`src/hw/bmx_consts.vh`:
```
// Shared constants for the bus matrix, the peripheral bridges and the write-protect registers.
// Assumes inclusion by bare name from every design file that needs a number below.
`ifndef BMX_CONSTS_VH
`define BMX_CONSTS_VH

// ----------------------------------------------------------------
// Master and slave numbering
// ----------------------------------------------------------------
`define MST_CORE 1'h0
`define MST_DEBUG 1'h1
`define SLV_FLASH 3'h0
`define SLV_BRIDGE_A 3'h1
`define SLV_BRIDGE_B 3'h2
`define SLV_BRIDGE_C 3'h3
`define SLV_NONE 3'h4

// ----------------------------------------------------------------
// Address regions seen by the masters
// ----------------------------------------------------------------
`define FLASH_REGION 4'h0
`define BRIDGE_A_REGION 16'h4000
`define BRIDGE_B_REGION 16'h4100
`define BRIDGE_C_REGION 16'h4200
`define SLOT_MSB 14
`define SLOT_LSB 10

// ----------------------------------------------------------------
// AHB transfer encodings
// ----------------------------------------------------------------
`define HTRANS_IDLE 2'h0
`define HTRANS_NONSEQ 2'h2
`define HSIZE_BYTE 3'h0
`define HSIZE_HALF 3'h1

// ----------------------------------------------------------------
// Protect register map on the configuration port
// ----------------------------------------------------------------
`define OFF_A_CLEAR 12'h000
`define OFF_A_SET 12'h004
`define OFF_B_CLEAR 12'h010
`define OFF_B_SET 12'h014
`define OFF_C_CLEAR 12'h020
`define OFF_C_SET 12'h024

// ----------------------------------------------------------------
// Implemented protect bits and their reset values
// ----------------------------------------------------------------
`define PROT_W 17
// Bridge A: ext interrupt 6, rt counter 5, watchdog 4, clock gen 3, sys ctrl 2, power mgr 1
`define MASK_A 17'h0007e
`define RESET_A 17'h00000
// Bridge B: trace buffer 6, port ctrl 3, flash ctrl 2, debug unit 1
`define MASK_B 17'h0004e
`define RESET_B 17'h00002
// Bridge C: converter 16, timers 15..8, serial 7..2, event system 1
`define MASK_C 17'h1fffe
`define RESET_C 17'h00000

`endif

```
`src/hw/protect_regs.v`:
```
// One bridge's write-protect state with its clear and set write ports.
// Assumes the caller decodes the register offsets and hands in committed write pulses.
`timescale 1ns/1ps
module protect_regs #(
	parameter [16:0] MASK = 17'h00000,
	parameter [16:0] RESET = 17'h00000
) (
	input wire pclk,
	input wire presetn,
	input wire clr_we,
	input wire set_we,
	input wire [16:0] wdata,
	output reg [16:0] prot_q
);
	wire [16:0] clr_bits;
	wire [16:0] set_bits;

	// Ones clear or set, zeros leave the bit alone; unimplemented bits stay zero
	assign clr_bits = clr_we ? (wdata & MASK) : 17'h00000;
	assign set_bits = set_we ? (wdata & MASK) : 17'h00000;

	always @(posedge pclk or negedge presetn)
	begin
		if (!presetn)
			prot_q <= RESET;
		else
			prot_q <= (prot_q & ~clr_bits) | set_bits;
	end
endmodule // protect_regs

```
`src/hw/apb_bridge.v`:
```
// AHB-side request engine that turns one matrix request into one combined APB cycle.
// Assumes start is a one-cycle pulse with the request fields valid in that cycle.
`timescale 1ns/1ps
`include "bmx_consts.vh"
module apb_bridge (
	input wire pclk,
	input wire presetn,
	input wire clock_on,
	input wire start,
	input wire [31:0] addr,
	input wire write,
	input wire [2:0] size,
	input wire [3:0] hprot,
	input wire [31:0] wdata,
	input wire [16:0] protect,
	output reg psel_q,
	output reg penable_q,
	output reg [31:0] paddr_q,
	output reg pwrite_q,
	output reg [3:0] pstrb_q,
	output reg [2:0] pprot_q,
	output reg [31:0] pwdata_q,
	input wire pready,
	input wire [31:0] prdata,
	input wire pslverr,
	output reg done_q,
	output reg [31:0] rdata_q,
	output reg err_q
);
	reg [3:0] lanes_q;
	wire [31:0] prot_ext;
	wire locked;

	function [3:0] lanes;
		input [2:0] sz;
		input [1:0] a;
		begin
			if (sz == `HSIZE_BYTE)
				lanes = 4'h1 << a;
			else if (sz == `HSIZE_HALF)
				lanes = a[1] ? 4'hc : 4'h3;
			else
				lanes = 4'hf;
		end
	endfunction

	assign prot_ext = {15'h0000, protect};
	assign locked = write & prot_ext[addr[`SLOT_MSB:`SLOT_LSB]];

	always @(posedge pclk or negedge presetn)
	begin
		if (!presetn)
		begin
			psel_q <= 1'b0;
			penable_q <= 1'b0;
			paddr_q <= 32'h00000000;
			pwrite_q <= 1'b0;
			pstrb_q <= 4'h0;
			pprot_q <= 3'h0;
			pwdata_q <= 32'h00000000;
			lanes_q <= 4'h0;
			done_q <= 1'b0;
			rdata_q <= 32'h00000000;
			err_q <= 1'b0;
		end
		else
		begin
			done_q <= 1'b0;
			if (start)
			begin
				// A stopped bus clock or a write to a locked peripheral never reaches the APB side
				if (!clock_on || locked)
				begin
					done_q <= 1'b1;
					err_q <= 1'b1;
					rdata_q <= 32'h00000000;
				end
				else
				begin
					psel_q <= 1'b1;
					penable_q <= 1'b1;
					paddr_q <= addr;
					pwrite_q <= write;
					pstrb_q <= write ? lanes(size, addr[1:0]) : 4'h0;
					pprot_q <= {~hprot[0], 1'b0, hprot[1]};
					pwdata_q <= wdata;
					lanes_q <= lanes(size, addr[1:0]);
				end
			end
			else if (psel_q && pready)
			begin
				// Wait states simply hold the cycle until the peripheral is ready
				psel_q <= 1'b0;
				penable_q <= 1'b0;
				done_q <= 1'b1;
				err_q <= pslverr;
				rdata_q <= prdata & {{8{lanes_q[3]}}, {8{lanes_q[2]}}, {8{lanes_q[1]}}, {8{lanes_q[0]}}};
			end
		end
	end
endmodule // apb_bridge

```
`src/hw/bus_matrix.v`:
```
// Two-master, four-slave crossbar with three peripheral bridges and their protect registers.
// Assumes masters, flash, peripherals and the config port all run on pclk; no crossing needed.
// Functional notes
// - Symmetric crossbar, 32-bit data, each master routed independently to any slave.
// - Different masters reach different slaves concurrently, without serialising.
// - Matrix runs on the masters' clock, no rate conversion.
// - Processor core is master 0, debug unit is master 1.
// - Slaves: flash 0, bridge A 1, bridge B 2, bridge C 3.
// - Each bridge is an AHB slave forwarding to peripherals over APB4-style signals.
// - Bridge carries wait states, errors, protection and byte/halfword/word writes.
// - Address and data appear together in one combined APB cycle.
// - Reads also honour byte and halfword lanes, returning only selected lanes.
// - A bridge works only while its bus clock is enabled from outside.
// - Writing 0 to a clear-register bit leaves protection unchanged.
// - Writing 1 to a clear bit removes protection; reads show 1 while protected.
// - Bridge A protect bits 6..1, reset all zero, clear register at 0x00.
// - Bridge B protect bits 6,3,2,1; reset 0x000002, debug unit protected.
// - Bridge B set register at 0x14, same bits and reset as clear.
// - Bridge C bits: converter 16, timers 15..8, serial 7..2, events 1.
`timescale 1ns/1ps
`include "bmx_consts.vh"
module bus_matrix (
	input wire pclk,
	input wire presetn,
	input wire [1:0] m0_htrans,
	input wire [31:0] m0_haddr,
	input wire m0_hwrite,
	input wire [2:0] m0_hsize,
	input wire [3:0] m0_hprot,
	input wire [31:0] m0_hwdata,
	output wire [31:0] m0_hrdata,
	output wire m0_hready,
	output wire m0_hresp,
	input wire [1:0] m1_htrans,
	input wire [31:0] m1_haddr,
	input wire m1_hwrite,
	input wire [2:0] m1_hsize,
	input wire [3:0] m1_hprot,
	input wire [31:0] m1_hwdata,
	output wire [31:0] m1_hrdata,
	output wire m1_hready,
	output wire m1_hresp,
	output reg flash_hsel_q,
	output reg [1:0] flash_htrans_q,
	output reg [31:0] flash_haddr_q,
	output reg flash_hwrite_q,
	output reg [2:0] flash_hsize_q,
	output reg [3:0] flash_hprot_q,
	output reg [31:0] flash_hwdata_q,
	input wire [31:0] flash_hrdata,
	input wire flash_hready,
	input wire flash_hresp,
	input wire [2:0] bridge_bus_clock_on,
	output wire a_psel,
	output wire a_penable,
	output wire [31:0] a_paddr,
	output wire a_pwrite,
	output wire [3:0] a_pstrb,
	output wire [2:0] a_pprot,
	output wire [31:0] a_pwdata,
	input wire [31:0] a_prdata,
	input wire a_pready,
	input wire a_pslverr,
	output wire b_psel,
	output wire b_penable,
	output wire [31:0] b_paddr,
	output wire b_pwrite,
	output wire [3:0] b_pstrb,
	output wire [2:0] b_pprot,
	output wire [31:0] b_pwdata,
	input wire [31:0] b_prdata,
	input wire b_pready,
	input wire b_pslverr,
	output wire c_psel,
	output wire c_penable,
	output wire [31:0] c_paddr,
	output wire c_pwrite,
	output wire [3:0] c_pstrb,
	output wire [2:0] c_pprot,
	output wire [31:0] c_pwdata,
	input wire [31:0] c_prdata,
	input wire c_pready,
	input wire c_pslverr,
	input wire psel,
	input wire penable,
	input wire [11:0] paddr,
	input wire pwrite,
	input wire [3:0] pstrb,
	input wire [31:0] pwdata,
	output reg [31:0] prdata_q,
	output reg pready_q,
	output reg pslverr_q
);
	localparam M_IDLE = 2'h0;
	localparam M_WAIT = 2'h1;
	localparam M_ERR = 2'h2;
	localparam F_IDLE = 2'h0;
	localparam F_ADDR = 2'h1;
	localparam F_DATA = 2'h2;

	// ----------------------------------------------------------------
	// Address decode shared by both masters
	// ----------------------------------------------------------------
	function [2:0] decode_slave;
		input [31:0] a;
		begin
			if (a[31:28] == `FLASH_REGION)
				decode_slave = `SLV_FLASH;
			else if (a[31:16] == `BRIDGE_A_REGION)
				decode_slave = `SLV_BRIDGE_A;
			else if (a[31:16] == `BRIDGE_B_REGION)
				decode_slave = `SLV_BRIDGE_B;
			else if (a[31:16] == `BRIDGE_C_REGION)
				decode_slave = `SLV_BRIDGE_C;
			else
				decode_slave = `SLV_NONE;
		end
	endfunction

	wire [1:0] m_trans [0:1];
	wire [31:0] m_addr [0:1];
	wire m_write [0:1];
	wire [2:0] m_size [0:1];
	wire [3:0] m_prot [0:1];
	wire [31:0] m_wdata [0:1];
	wire [3:0] want [0:1];
	reg [1:0] st_q [0:1];
	reg [2:0] sel_q [0:1];
	reg [31:0] addr_q [0:1];
	reg write_q [0:1];
	reg [2:0] size_q [0:1];
	reg [3:0] prot_q [0:1];
	reg [1:0] hready_q;
	reg [1:0] hresp_q;
	reg [31:0] hrdata_q [0:1];
	reg [3:0] busy_q;
	reg [3:0] owner_q;
	reg [3:0] start_q;
	wire [3:0] s_done;
	wire [3:0] s_err;
	wire [31:0] s_rdata [0:3];
	wire [31:0] s_addr [0:3];
	wire s_write [0:3];
	wire [2:0] s_size [0:3];
	wire [3:0] s_prot [0:3];
	wire [31:0] s_wdata [0:3];
	reg [1:0] fst_q;
	reg fdone_q;
	reg ferr_q;
	reg [31:0] frdata_q;
	wire [16:0] prot_a;
	wire [16:0] prot_b;
	wire [16:0] prot_c;

	// Core on index 0, debug unit on index 1
	assign m_trans[`MST_CORE] = m0_htrans;
	assign m_addr[`MST_CORE] = m0_haddr;
	assign m_write[`MST_CORE] = m0_hwrite;
	assign m_size[`MST_CORE] = m0_hsize;
	assign m_prot[`MST_CORE] = m0_hprot;
	assign m_wdata[`MST_CORE] = m0_hwdata;
	assign m_trans[`MST_DEBUG] = m1_htrans;
	assign m_addr[`MST_DEBUG] = m1_haddr;
	assign m_write[`MST_DEBUG] = m1_hwrite;
	assign m_size[`MST_DEBUG] = m1_hsize;
	assign m_prot[`MST_DEBUG] = m1_hprot;
	assign m_wdata[`MST_DEBUG] = m1_hwdata;
	assign m0_hready = hready_q[0];
	assign m0_hresp = hresp_q[0];
	assign m0_hrdata = hrdata_q[0];
	assign m1_hready = hready_q[1];
	assign m1_hresp = hresp_q[1];
	assign m1_hrdata = hrdata_q[1];

	// ----------------------------------------------------------------
	// Master ports: one independent request engine per master
	// ----------------------------------------------------------------
	genvar m;
	generate
		for (m = 0; m < 2; m = m + 1)
		begin : g_mst
			wire take;
			wire done;
			assign take = hready_q[m] & m_trans[m][1];
			assign done = (sel_q[m] != `SLV_NONE) & s_done[sel_q[m][1:0]] & (owner_q[sel_q[m][1:0]] == m);
			assign want[m] = ((st_q[m] == M_WAIT) && (sel_q[m] != `SLV_NONE)) ? (4'h1 << sel_q[m][1:0]) : 4'h0;

			always @(posedge pclk or negedge presetn)
			begin
				if (!presetn)
				begin
					st_q[m] <= M_IDLE;
					sel_q[m] <= `SLV_NONE;
					addr_q[m] <= 32'h00000000;
					write_q[m] <= 1'b0;
					size_q[m] <= 3'h0;
					prot_q[m] <= 4'h0;
					hready_q[m] <= 1'b1;
					hresp_q[m] <= 1'b0;
					hrdata_q[m] <= 32'h00000000;
				end
				else
				begin
					case (st_q[m])
						M_IDLE:
						begin
							hresp_q[m] <= 1'b0;
							if (take)
							begin
								st_q[m] <= M_WAIT;
								hready_q[m] <= 1'b0;
								sel_q[m] <= decode_slave(m_addr[m]);
								addr_q[m] <= m_addr[m];
								write_q[m] <= m_write[m];
								size_q[m] <= m_size[m];
								prot_q[m] <= m_prot[m];
							end
						end
						M_WAIT:
						begin
							// Unmapped addresses get the two-cycle error without touching a slave
							if (sel_q[m] == `SLV_NONE)
							begin
								hresp_q[m] <= 1'b1;
								st_q[m] <= M_ERR;
							end
							else if (done)
							begin
								hrdata_q[m] <= s_rdata[sel_q[m][1:0]];
								if (s_err[sel_q[m][1:0]])
								begin
									hresp_q[m] <= 1'b1;
									st_q[m] <= M_ERR;
								end
								else
								begin
									hready_q[m] <= 1'b1;
									st_q[m] <= M_IDLE;
								end
							end
						end
						M_ERR:
						begin
							hready_q[m] <= 1'b1;
							st_q[m] <= M_IDLE;
						end
						default:
						begin
							st_q[m] <= M_IDLE;
							hready_q[m] <= 1'b1;
							hresp_q[m] <= 1'b0;
						end
					endcase
				end
			end
		end
	endgenerate

	// ----------------------------------------------------------------
	// Slave ports: per-slave arbiter, core wins a tie
	// ----------------------------------------------------------------
	genvar s;
	generate
		for (s = 0; s < 4; s = s + 1)
		begin : g_slv
			// Each slave arbitrates alone, so two masters on two slaves never wait on each other
			assign s_addr[s] = addr_q[owner_q[s]];
			assign s_write[s] = write_q[owner_q[s]];
			assign s_size[s] = size_q[owner_q[s]];
			assign s_prot[s] = prot_q[owner_q[s]];
			assign s_wdata[s] = m_wdata[owner_q[s]];

			always @(posedge pclk or negedge presetn)
			begin
				if (!presetn)
				begin
					busy_q[s] <= 1'b0;
					owner_q[s] <= `MST_CORE;
					start_q[s] <= 1'b0;
				end
				else
				begin
					start_q[s] <= 1'b0;
					if (!busy_q[s] && (want[0][s] || want[1][s]))
					begin
						busy_q[s] <= 1'b1;
						owner_q[s] <= want[0][s] ? `MST_CORE : `MST_DEBUG;
						start_q[s] <= 1'b1;
					end
					else if (s_done[s])
						busy_q[s] <= 1'b0;
				end
			end
		end
	endgenerate

	// ----------------------------------------------------------------
	// Flash port: AHB master toward the flash array
	// ----------------------------------------------------------------
	assign s_done[0] = fdone_q;
	assign s_err[0] = ferr_q;
	assign s_rdata[0] = frdata_q;

	always @(posedge pclk or negedge presetn)
	begin
		if (!presetn)
		begin
			fst_q <= F_IDLE;
			fdone_q <= 1'b0;
			ferr_q <= 1'b0;
			frdata_q <= 32'h00000000;
			flash_hsel_q <= 1'b0;
			flash_htrans_q <= `HTRANS_IDLE;
			flash_haddr_q <= 32'h00000000;
			flash_hwrite_q <= 1'b0;
			flash_hsize_q <= 3'h0;
			flash_hprot_q <= 4'h0;
			flash_hwdata_q <= 32'h00000000;
		end
		else
		begin
			fdone_q <= 1'b0;
			case (fst_q)
				F_IDLE:
				begin
					if (start_q[0])
					begin
						flash_hsel_q <= 1'b1;
						flash_htrans_q <= `HTRANS_NONSEQ;
						flash_haddr_q <= s_addr[0];
						flash_hwrite_q <= s_write[0];
						flash_hsize_q <= s_size[0];
						flash_hprot_q <= s_prot[0];
						fst_q <= F_ADDR;
					end
				end
				F_ADDR:
				begin
					if (flash_hready)
					begin
						flash_hsel_q <= 1'b0;
						flash_htrans_q <= `HTRANS_IDLE;
						flash_hwdata_q <= s_wdata[0];
						fst_q <= F_DATA;
					end
				end
				F_DATA:
				begin
					if (flash_hready)
					begin
						fdone_q <= 1'b1;
						ferr_q <= flash_hresp;
						frdata_q <= flash_hrdata;
						fst_q <= F_IDLE;
					end
				end
				default:
					fst_q <= F_IDLE;
			endcase
		end
	end

	// ----------------------------------------------------------------
	// Peripheral bridges
	// ----------------------------------------------------------------
	apb_bridge u_bridge_a (
		.pclk(pclk), .presetn(presetn), .clock_on(bridge_bus_clock_on[0]), .start(start_q[1]),
		.addr(s_addr[1]), .write(s_write[1]), .size(s_size[1]), .hprot(s_prot[1]), .wdata(s_wdata[1]),
		.protect(prot_a), .psel_q(a_psel), .penable_q(a_penable), .paddr_q(a_paddr), .pwrite_q(a_pwrite),
		.pstrb_q(a_pstrb), .pprot_q(a_pprot), .pwdata_q(a_pwdata), .pready(a_pready), .prdata(a_prdata),
		.pslverr(a_pslverr), .done_q(s_done[1]), .rdata_q(s_rdata[1]), .err_q(s_err[1])
	);
	apb_bridge u_bridge_b (
		.pclk(pclk), .presetn(presetn), .clock_on(bridge_bus_clock_on[1]), .start(start_q[2]),
		.addr(s_addr[2]), .write(s_write[2]), .size(s_size[2]), .hprot(s_prot[2]), .wdata(s_wdata[2]),
		.protect(prot_b), .psel_q(b_psel), .penable_q(b_penable), .paddr_q(b_paddr), .pwrite_q(b_pwrite),
		.pstrb_q(b_pstrb), .pprot_q(b_pprot), .pwdata_q(b_pwdata), .pready(b_pready), .prdata(b_prdata),
		.pslverr(b_pslverr), .done_q(s_done[2]), .rdata_q(s_rdata[2]), .err_q(s_err[2])
	);
	apb_bridge u_bridge_c (
		.pclk(pclk), .presetn(presetn), .clock_on(bridge_bus_clock_on[2]), .start(start_q[3]),
		.addr(s_addr[3]), .write(s_write[3]), .size(s_size[3]), .hprot(s_prot[3]), .wdata(s_wdata[3]),
		.protect(prot_c), .psel_q(c_psel), .penable_q(c_penable), .paddr_q(c_paddr), .pwrite_q(c_pwrite),
		.pstrb_q(c_pstrb), .pprot_q(c_pprot), .pwdata_q(c_pwdata), .pready(c_pready), .prdata(c_prdata),
		.pslverr(c_pslverr), .done_q(s_done[3]), .rdata_q(s_rdata[3]), .err_q(s_err[3])
	);

	// ----------------------------------------------------------------
	// Configuration APB slave for the protect registers
	// ----------------------------------------------------------------
	wire cfg_acc;
	wire cfg_commit;
	wire [16:0] cfg_wdata;
	wire [31:0] cfg_strb;

	// One wait state: the answer is registered, so pready rises a cycle into the access phase
	assign cfg_acc = psel & penable & ~pready_q;
	assign cfg_commit = psel & penable & pready_q & pwrite;
	assign cfg_strb = {{8{pstrb[3]}}, {8{pstrb[2]}}, {8{pstrb[1]}}, {8{pstrb[0]}}};
	assign cfg_wdata = pwdata[16:0] & cfg_strb[16:0];

	protect_regs #(.MASK(`MASK_A), .RESET(`RESET_A)) u_prot_a (
		.pclk(pclk), .presetn(presetn), .clr_we(cfg_commit && (paddr == `OFF_A_CLEAR)),
		.set_we(cfg_commit && (paddr == `OFF_A_SET)), .wdata(cfg_wdata), .prot_q(prot_a)
	);
	protect_regs #(.MASK(`MASK_B), .RESET(`RESET_B)) u_prot_b (
		.pclk(pclk), .presetn(presetn), .clr_we(cfg_commit && (paddr == `OFF_B_CLEAR)),
		.set_we(cfg_commit && (paddr == `OFF_B_SET)), .wdata(cfg_wdata), .prot_q(prot_b)
	);
	protect_regs #(.MASK(`MASK_C), .RESET(`RESET_C)) u_prot_c (
		.pclk(pclk), .presetn(presetn), .clr_we(cfg_commit && (paddr == `OFF_C_CLEAR)),
		.set_we(cfg_commit && (paddr == `OFF_C_SET)), .wdata(cfg_wdata), .prot_q(prot_c)
	);

	always @(posedge pclk or negedge presetn)
	begin
		if (!presetn)
		begin
			pready_q <= 1'b0;
			prdata_q <= 32'h00000000;
			pslverr_q <= 1'b0;
		end
		else if (cfg_acc)
		begin
			pready_q <= 1'b1;
			pslverr_q <= 1'b0;
			case (paddr)
				`OFF_A_CLEAR, `OFF_A_SET: prdata_q <= {15'h0000, prot_a};
				`OFF_B_CLEAR, `OFF_B_SET: prdata_q <= {15'h0000, prot_b};
				`OFF_C_CLEAR, `OFF_C_SET: prdata_q <= {15'h0000, prot_c};
				default:
				begin
					prdata_q <= 32'h00000000;
					pslverr_q <= 1'b1;
				end
			endcase
		end
		else
		begin
			pready_q <= 1'b0;
			pslverr_q <= 1'b0;
		end
	end
endmodule // bus_matrix

```
`config.mk`:
```
export PLATFORM = sky130hd
export DESIGN_NAME = bus_matrix
export DESIGN_NICKNAME = d
export VERILOG_FILES = /design/src/hw/protect_regs.v /design/src/hw/apb_bridge.v /design/src/hw/bus_matrix.v
export VERILOG_INCLUDE_DIRS = /design/src /design/src/hw
export SDC_FILE = /design/constraint.sdc
export NUM_CORES = 1
export LEC_CHECK = 0
export BUFFER_PORTS_ARGS = -buffer_cell sky130_fd_sc_hd__buf_2
export CAP_MARGIN = 25
export CORE_AREA = 2 2 284 286
export CTS_CLUSTER_DIAMETER = 150
export DETAILED_ROUTE_END_ITERATION = 10
export DIE_AREA = 0 0 286 288
export GPL_TIMING_DRIVEN = 0
export PLACE_DENSITY = 0.73
export SKIP_LAST_GASP = 1
export SLEW_MARGIN = 10
export SYNTH_ARGS = -nofsm -noshare
export SYNTH_HDL_FRONTEND = slang
export SYNTH_SLANG_ARGS = --single-unit
```
`constraint.sdc`:
```
create_clock -name pclk -period 2.3 [get_ports pclk]
set_clock_uncertainty 0.15 [all_clocks]
set_input_delay 0.23 -clock pclk [delete_from_list [all_inputs] [get_ports pclk]]
set_output_delay 0.23 -clock pclk [all_outputs]
set_load 0.05 [all_outputs]
```
Yosys cells after proc, flatten, opt, wreduce, memory -nomap -nowiden
Index checks and enable logic that the tools add are counted.
Word-level totals
  flip-flop bits (word level): 696
  output and inout port bits: 399
  logic and storage cells: 463
Cells by class
  $lt $le $gt $ge: 11
  equality and inequality tests: 45
  shift operators: 5
  muxes and demuxes: 207
  bitwise logic cells: 44
  reduce and logical (&&, ||, !) cells: 74
Operator list (count)
  32-bit 2-to-1 mux: 37
  32-bit binary-select mux with 2-bit select: 2
  32-bit AND: 3
  16-bit by 15-bit == test with 1-bit output, second input constant: 6
  1-bit 2-to-1 mux: 85
  17-bit AND: 4
  4-bit 2-to-1 mux: 17
  3-bit 2-to-1 mux: 20
  17-bit NOT: 3
  17-bit case mux with 3 select lines: 1
  2-bit 2-to-1 mux: 21
  17-bit 2-to-1 mux: 2
  17-bit by 7-bit OR with 17-bit output: 2
  2-bit AND reduction: 16
  7-bit 2-to-1 mux: 4
  2-bit != test, second input constant: 14
  12-bit by 5-bit == test with 1-bit output, second input constant: 2
  12-bit by 6-bit == test with 1-bit output, second input constant: 2
  1-bit by 2-bit left shift with 4-bit output, first input constant: 5
  5-bit by 6-bit less-than comparator with 1-bit output, second input constant: 3
  3-bit AND reduction: 6
  17-bit OR: 1
  2-bit nonzero test: 8
  1-bit binary-select mux with 5-bit select: 3
  other kinds (30): 119

Logic depth before layout (Yosys ltp)
Gate-level depths: netlist of the first run.
  depth after elaboration: 10
  depth in mapped cells: 10
  gate-level depth less buffers: 6

Cells and area by module
From an unflattened synthesis of the first run, not the netlist that was laid out.
Second synthesis, totals
  cells, all modules: 2864
  area, all modules: 32321.0 sq um
Modules (own cells, without submodules)
  bus_matrix: times used 1, cells an instance 1542, area an instance 16637.2 sq um, sequential area each 7462.2 sq um
  apb_bridge: times used 3, cells an instance 404, area an instance 4820.9 sq um, sequential area each 2752.6 sq um
  protect_regs at u_prot_c: times used 1, cells an instance 54, area an instance 656.9 sq um, sequential area each 400.4 sq um
  protect_regs at u_prot_a: times used 1, cells an instance 30, area an instance 311.5 sq um, sequential area each 150.1 sq um
  protect_regs at u_prot_b: times used 1, cells an instance 26, area an instance 252.7 sq um, sequential area each 101.3 sq um

Least setup slack after synthesis of the first run
Ideal clock, no wire load.
  kind: flip-flop to flip-flop
  from: reg owner_q[3]
  to: reg u_bridge_c.lanes_q[3]
  library setup time: 0.125 ns
  arrival: 2.307 ns
  path slack: -0.282 ns
  stages on the path, launching flop included: 9
  buffers on the path: 2
  period minus slack after synthesis: 2.582 ns
  path through: dfrtp_1 > buf_4 > mux2i_4 > mux2_2 > a221oi_2 > nand4_1 > o22ai_1 > buf_2 > mux2_2
On the way
  cells in the longest elaborated chain, start to end: 10
  elaborated cells on any way between the ends: 22
  classes of those cells: 1 x eq/ne; 1 x shift; 14 x mux; 3 x bitwise; 3 x reduce/logical
Ends and longest elaborated chain
  from (decl): line bus_matrix.v:137  | reg [3:0] owner_q;
  from (signal, indexed assignment): line bus_matrix.v:278  | owner_q[s] <= `MST_CORE;
  from (signal, indexed assignment): line bus_matrix.v:287  | owner_q[s] <= want[0][s] ? `MST_CORE : `MST_DEBUG;
  1-bit NOT with 2-bit output (not written as such) *: line bus_matrix.v:267, bus_matrix.v:268, bus_matrix.v:269
  32-bit 2-to-1 mux (not written as such) (3 in series): line bus_matrix.v:267  | assign s_addr[s] = addr_q[owner_q[s]];
  1-bit binary-select mux with 5-bit select: line apb_bridge.v:48  | assign locked = write & prot_ext[addr[`SLOT_MSB:`SLOT_LSB]];
  1-bit 2-to-1 mux: line apb_bridge.v:48
  1-bit AND: line apb_bridge.v:48
  1-bit logical OR: line apb_bridge.v:72  | if (!clock_on || locked)
  1-bit NOT (no source line)
  2-bit AND reduction (no source line)
  to (signal assigned): line apb_bridge.v:87  | lanes_q <= lanes(size, addr[1:0]);
  to (decl): line apb_bridge.v:30  | reg [3:0] lanes_q;
Mark *: on every way between the ends. The rest lies on a longest branch, timed or not. The select of a mux whose other input is x is not followed.
A chain may end at the register's enable or synchronous reset.

Worst setup path after layout of the first run
  from: reg owner_q[3]
  to: reg u_bridge_c.pprot_q[2]
On the way
  cells in the longest elaborated chain, start to end: 10
  elaborated cells on any way between the ends: 17
  classes of those cells: 11 x mux; 4 x bitwise; 2 x reduce/logical
Ends and longest elaborated chain
  1-bit NOT with 2-bit output (not written as such) *: line bus_matrix.v:267, bus_matrix.v:268, bus_matrix.v:270
  32-bit 2-to-1 mux (not written as such) (3 in series): line bus_matrix.v:267
  1-bit binary-select mux with 5-bit select: line apb_bridge.v:48
  1-bit 2-to-1 mux: line apb_bridge.v:48
  1-bit AND: line apb_bridge.v:48
  1-bit logical OR: line apb_bridge.v:72
  1-bit NOT (no source line)
  2-bit AND reduction (no source line)
  to (signal assigned): line apb_bridge.v:85  | pprot_q <= {~hprot[0], 1'b0, hprot[1]};
  to (decl): line apb_bridge.v:21  | output reg [2:0] pprot_q,
Marks and branches as above.

==> summary.txt, run 1 <==
CP arrival - 3.26 ns
Die X - 286 um
Avg Cell Area, Syn - 10.6 um^2
WP depth - 9
Register area share after synthesis - 53.5%
Antenna violations before repair - 9
Share of layout cells above drive strength 1 - 36.9%
Most used DFF post-synth - dfrtp_1
Final hold violation count - 2
Fin worst setup slack - -0.617 ns
Final cell count without fillers - 5243
Cell chain of the critical path - buf_6 -> mux2i_4 -> mux2_4 -> a221oi_4 -> nand4_1 -> o22ai_4 -> buf_12 -> buf_12 -> mux2_4
Initial DRC count - 3358
Area of the multi-input gates - 0.0143 mm^2
Starting Density - 38.3%
Crit path max-delay family - multiplexers
Worst slew pin tran - 0.995 ns
HPWL after DPL - 90800 um
Fin Setup TNS - -128.48 ns
Slowest-stage cell, CP - mux2_4
Remaining DRCs - 0
DIE HEIGHT - 288 um
Largest net degree at the start of global routing - 110
RSZ-0062 raised after global routing - yes
CTS max path bufs - 3
Worst r2r src - owner_q[3]
Remaining antenna violation count - 0
Placed insts - 4676
Max reg flops - 64
Critical path class - register to register
Critical path endpoint - u_bridge_c.pprot_q[2]
Min Hold Slack - -0.00121 ns
Max Cap Viol - 0
Clock H-tree levels - 3
Synth Register Bits - 653
Total Power - 39.5 mW
Reg-to-reg endpoint - u_bridge_c.pprot_q[2]
Core area - 0.0796 mm^2
# IOs - 739
Worst slew margin relative to its limit - 33.7%
Die area - 0.0824 mm^2
TritonCTS buffer count - 75
DRT Pass-1 Iters - 6
GRT overflow - 0
Port bufs - 698
Crit path buffers/inverters - 3
Row count - 104
Crit start category - register
Post-DR wirelength/cell - 26.5 um
Vias per inst - 5.72
Final instance area - 0.0456 mm^2
Critical Path Sink Type - register
EDFF count, synth - 0
Worst vdd ir - 0.983 mV
Number of global-route vias before repair - 29716
Pre-CTS setup slack - -1.80 ns
CP required - 2.64 ns
Post-Route Utilization - 57.3%
CTS sink cnt - 653
P per Cell Area - 866 mW/mm^2
Grt met3 use - 6.68%
First-pass GRT wire length - 192000 um
Warning count from the yosys run - 0
Finish-stage setup viols - 350
Met1 Usage GRT - 38.5%
GRT Total Usage - 31.3%
Final #Nets - 4462
Post-DP Area - 0.0358 mm^2
Status - finished, violations left
Synth-to-layout area growth - 49.4%
Most flops, register - addr_q
Worst-path fanout max - 6
Worst reg-to-reg setup slack - -0.62 ns
Failing checks - hold timing, setup timing
Clock slew at reported path FFs - 0.06 ns
Hold crit path type - input pin to async pin
Most frequent cells in the layout - 708 x buf_2, 636 x dfrtp_1, 493 x nand2_1, 316 x dlygate4sd3_1, 276 x mux2i_1
Final min period - 2.92 ns
Leak Pwr - 22.3 nW
Slowest stage delay, CP - 0.35 ns
CTS tree - built
Reg area - 0.0164 mm^2
FF-to-FF path depth - 9
Async set-reset flop share out of synthesis - 100%
Skew-Pair Late Insertion Delay - 0.62 ns
Fill cells - 6354
Most Crowded Layer GR - met2
Most common cell after layout, fill and taps aside - buf_2
Vias - 29964
Max frequency - 343 MHz
Fin crit share - 127%
CTS root buf - clkbuf_16
Post-synth cell types - 66
Cells after Synth - 2886
Critical path origin - owner_q[3]
WL final - 139000 um
GPL Wtd Cong - 0.934
Met2 Use GR - 51.5%
Syn Std Cell Area - 0.0305 mm^2
Pins Over Slew Limit - 0
==> logic make-up (layout without fill, tap and decap cells) <==
family | Yosys count | after routing | share of synthesized area (%)
and+or+nand+nor | 878 | 878 | 12.0
DFF | 653 | 653 | 53.5
AOI/OAI and AO/OA | 574 | 574 | 11.5
buffers and inverters | 322 | 1591 | 4.66
xor gates and xnor gates | 4 | 4 | 0.115
other | 1 | 29 | 0.0123
muxes | 454 | 454 | 18.1
==> layer usage <==
layer,vias up,wire length (um)
met5,-,23
met2,1943,65700
met1,14821,51500
li1,12580,-
met3,616,12200
met4,4,9400
==> synth_stat cells (all sizes together), types with 11 or more instances <==
| library cell | number | area [um^2] |
|---|---|---|
| buf | 98 | 581 |
| nor2 | 152 | 571 |
| dfrtp | 648 | 16200 |
| o21ai | 195 | 976 |
| clkbuf | 135 | 507 |
| mux2 | 105 | 1180 |
| a21oi | 135 | 676 |
| mux4 | 67 | 1510 |
| nand2 | 577 | 2170 |
| a22o | 48 | 420 |
| a22oi | 64 | 480 |
| mux2i | 282 | 2840 |
| nand3 | 13 | 65.1 |
| o31ai | 11 | 82.6 |
| and3 | 70 | 438 |
| o22ai | 66 | 419 |
| inv | 88 | 330 |
==> cell type report <==
class	instances	share of cell area (%)
well taps	1060	2.91
multi-input cells	1930	31.4
clock inverters	24	0.777
flip-flops and latches	653	35.9
repair buffers	1154	19.4
plain buffers	219	4.12
clock buffers	105	4.67
diodes	9	0.0494
inverters	89	0.733
==> repair_timing <==
action                                  4_1_cts  5_1_grt
gates resized for setup                     317      599
endpoints found under the setup margin      498      650
hold buffers                                316        0
hold endpoints to repair                    632        0
gates cloned                                 15       19
pin swaps                                    44      108
buffers inserted                             45       53
==> report_power, final <==
group,switching [mW],internal [mW]
logic,7.88,4.06
registers,1.86,13.3
clock network,5.16,7.27
==> worst min-delay path by stage <==
stage,from,to,slack (ns)
detailed placement,presetn,addr_q[51],0.08
finish,presetn,u_bridge_a.paddr_q[19],-0.001
floorplan,presetn,addr_q[0],-0.22
global route,presetn,u_bridge_b.paddr_q[18],0.05
CTS,presetn,addr_q[51],0.007
global placement,busy_q[3],start_q[3],0.26
Power figures use the tool's default switching activity.
==> run 2, diff against run 1 <==
- RECOVER_POWER: default -> 50
==> summary.txt, run 2 (same netlist as run 1, synthesis figures left out) <==
Status - finished, violations left
Failing checks - hold timing, setup timing
GRT overflow - 0
CP arrival - 3.29 ns
RSZ-0062 raised after global routing - yes
Final #Nets - 4462
P per Cell Area - 870 mW/mm^2
CTS max path bufs - 3
Most common cell after layout, fill and taps aside - dfrtp_1
TritonCTS buffer count - 75
Max frequency - 344 MHz
Pins Over Slew Limit - 0
Max reg flops - 64
Sw power - 14.9 mW
Vias - 29971
Crit start category - register
HPWL after DPL - 90800 um
Fin worst setup slack - -0.609 ns
Worst slew pin tran - 1.02 ns
Starting Density - 38.3%
WL final - 139000 um
First-pass GRT wire length - 192000 um
Port bufs - 698
Clock slew at reported path FFs - 0.06 ns
DIE HEIGHT - 288 um
Final hold violation count - 4
Remaining antenna violation count - 0
Sw Ratio - 38.0%
# IOs - 739
Fin crit share - 126%
Worst vdd ir - 0.973 mV
Synth-to-layout area growth - 47.9%
Vias per inst - 5.72
Max Cap Viol - 0
Worst-path fanout max - 7
Critical Path Sink Type - register
Most frequent cells in the layout - 636 x dfrtp_1, 493 x nand2_1, 396 x clkbuf_1, 395 x buf_2, 316 x dlygate4sd3_1
Remaining DRCs - 0
CTS sink cnt - 653
Share of layout cells above drive strength 1 - 29.4%
Post-DR wirelength/cell - 26.5 um
Clock H-tree levels - 3
Number of global-route vias before repair - 29716
Pre-CTS setup slack - -1.80 ns
Core area - 0.0796 mm^2
Clock share of power - 31.7%
DRT Pass-1 Iters - 5
Sequential share of power - 38.6%
Initial DRC count - 3080
Die X - 286 um
Row count - 104
Critical path class - register to register
GRT Total Usage - 31.3%
Post-Route Utilization - 56.7%
CTS tree - built
Finish-stage setup viols - 441
Die area - 0.0824 mm^2
Leak Pwr - 21.0 nW
Antenna violations before repair - 9
GPL Wtd Cong - 0.934
Min Hold Slack - -0.00248 ns
CP required - 2.68 ns
Largest net degree at the start of global routing - 110
Skew-Pair Late Insertion Delay - 0.62 ns
Most flops, register - addr_q
Final min period - 2.91 ns
Hold crit path type - input pin to async pin
Int Power - 24.4 mW
Worst slew margin relative to its limit - 31.8%
Logic gate share of total power - 29.7%
CTS root buf - clkbuf_16
-- run 2: cell types whose count changed in the layout (fill, tap and decap cells not counted), sizes merged --
cell    previous run  this run
buf              910       596
diode              9         8
clkbuf           252       566
-- run 2: power groups by stage --
| stage | logic, mW | registers (mW) | clock network (mW) |
|---|---|---|---|
| global route | 12.4 | 15.3 | 13.0 |
| global placement | 10.4 | 15.0 | 0 |
| CTS | 11.2 | 15.0 | 12.5 |
| finish | 11.7 | 15.2 | 12.4 |
| floorplan | 4.41 | 17.6 | 0 |
| detailed placement | 10.6 | 15.1 | 0 |
-- run 2: worst paths after layout --
path / from / to / slack, ns / cells past startpoint
setup reg to reg: owner_q[3] / u_bridge_c.rdata_q[18] / -0.61 / 10
min in group pclk: paddr[8] / prdata_q[16] / 0.05 / 5
setup / recovery: owner_q[3] / u_bridge_c.rdata_q[18] / -0.61 / 10
hold / removal: presetn / addr_q[51] / -0.002 / 2
max in group asynchronous: presetn / frdata_q[13] / -0.17 / 5
hold reg to reg: busy_q[3] / start_q[3] / 0.27 / 1
-- run 2: through the flow --
step	setup TNS, ns	area [um^2]	cells	hold slack [ns]	total power [mW]
after floorplan	-13.50	30700	2905	-0.216	22.0
after global placement	-9074.66	35500	4663	0.262	25.4
after detailed placement	-447.89	35800	4676	0.0818	25.7
after CTS	-133.53	43200	5174	0.00716	38.7
after global routing	-194.23	45100	5239	0.0410	40.7
final	-137.47	45100	5242	-0.00248	39.3
-- run 2: repair_timing --
action,in CTS,in global routing
gates cloned,15,19
pin swaps,44,108
setup endpoints to repair,498,650
hold buffers,316,0
resized for setup,317,599
endpoints found under the hold margin,632,0
buffers inserted,45,53
-- run 2: final cells by class --
cell class | instances | area [um^2]
buffer | 219 | 1880
clock buffer | 105 | 2130
tap | 1060 | 1330
sequential | 653 | 16400
clock inverter | 24 | 354
fill | 6570 | 34500
timing repair buffer | 1154 | 8410
antenna | 8 | 20.0
inverter | 89 | 334
multi-input combinational | 1930 | 14300
-- run 2: metal layers --
layer  up-vias  part of all wire [%]  global-route usage (%)
met5         -                0.0079                       0
met4         2                   6.6                    17.3
met3       607                   8.9                    6.68
met2      1979                    47                    51.5
met1     14809                    37                    38.5
li1      12574                     -                       -
-- run 2: worst max-delay path, stage by stage, from the launching register on --
cell	delay, ns
dfrtp_1	0.34
buf_6	0.16
mux2i_4	0.32
mux2_4	0.35
a221oi_4	0.31
nand4_1	0.25
buf_4	0.22
o22ai_4	0.20
buf_12	0.20
clkbuf_16	0.16
a22o_1	0.15
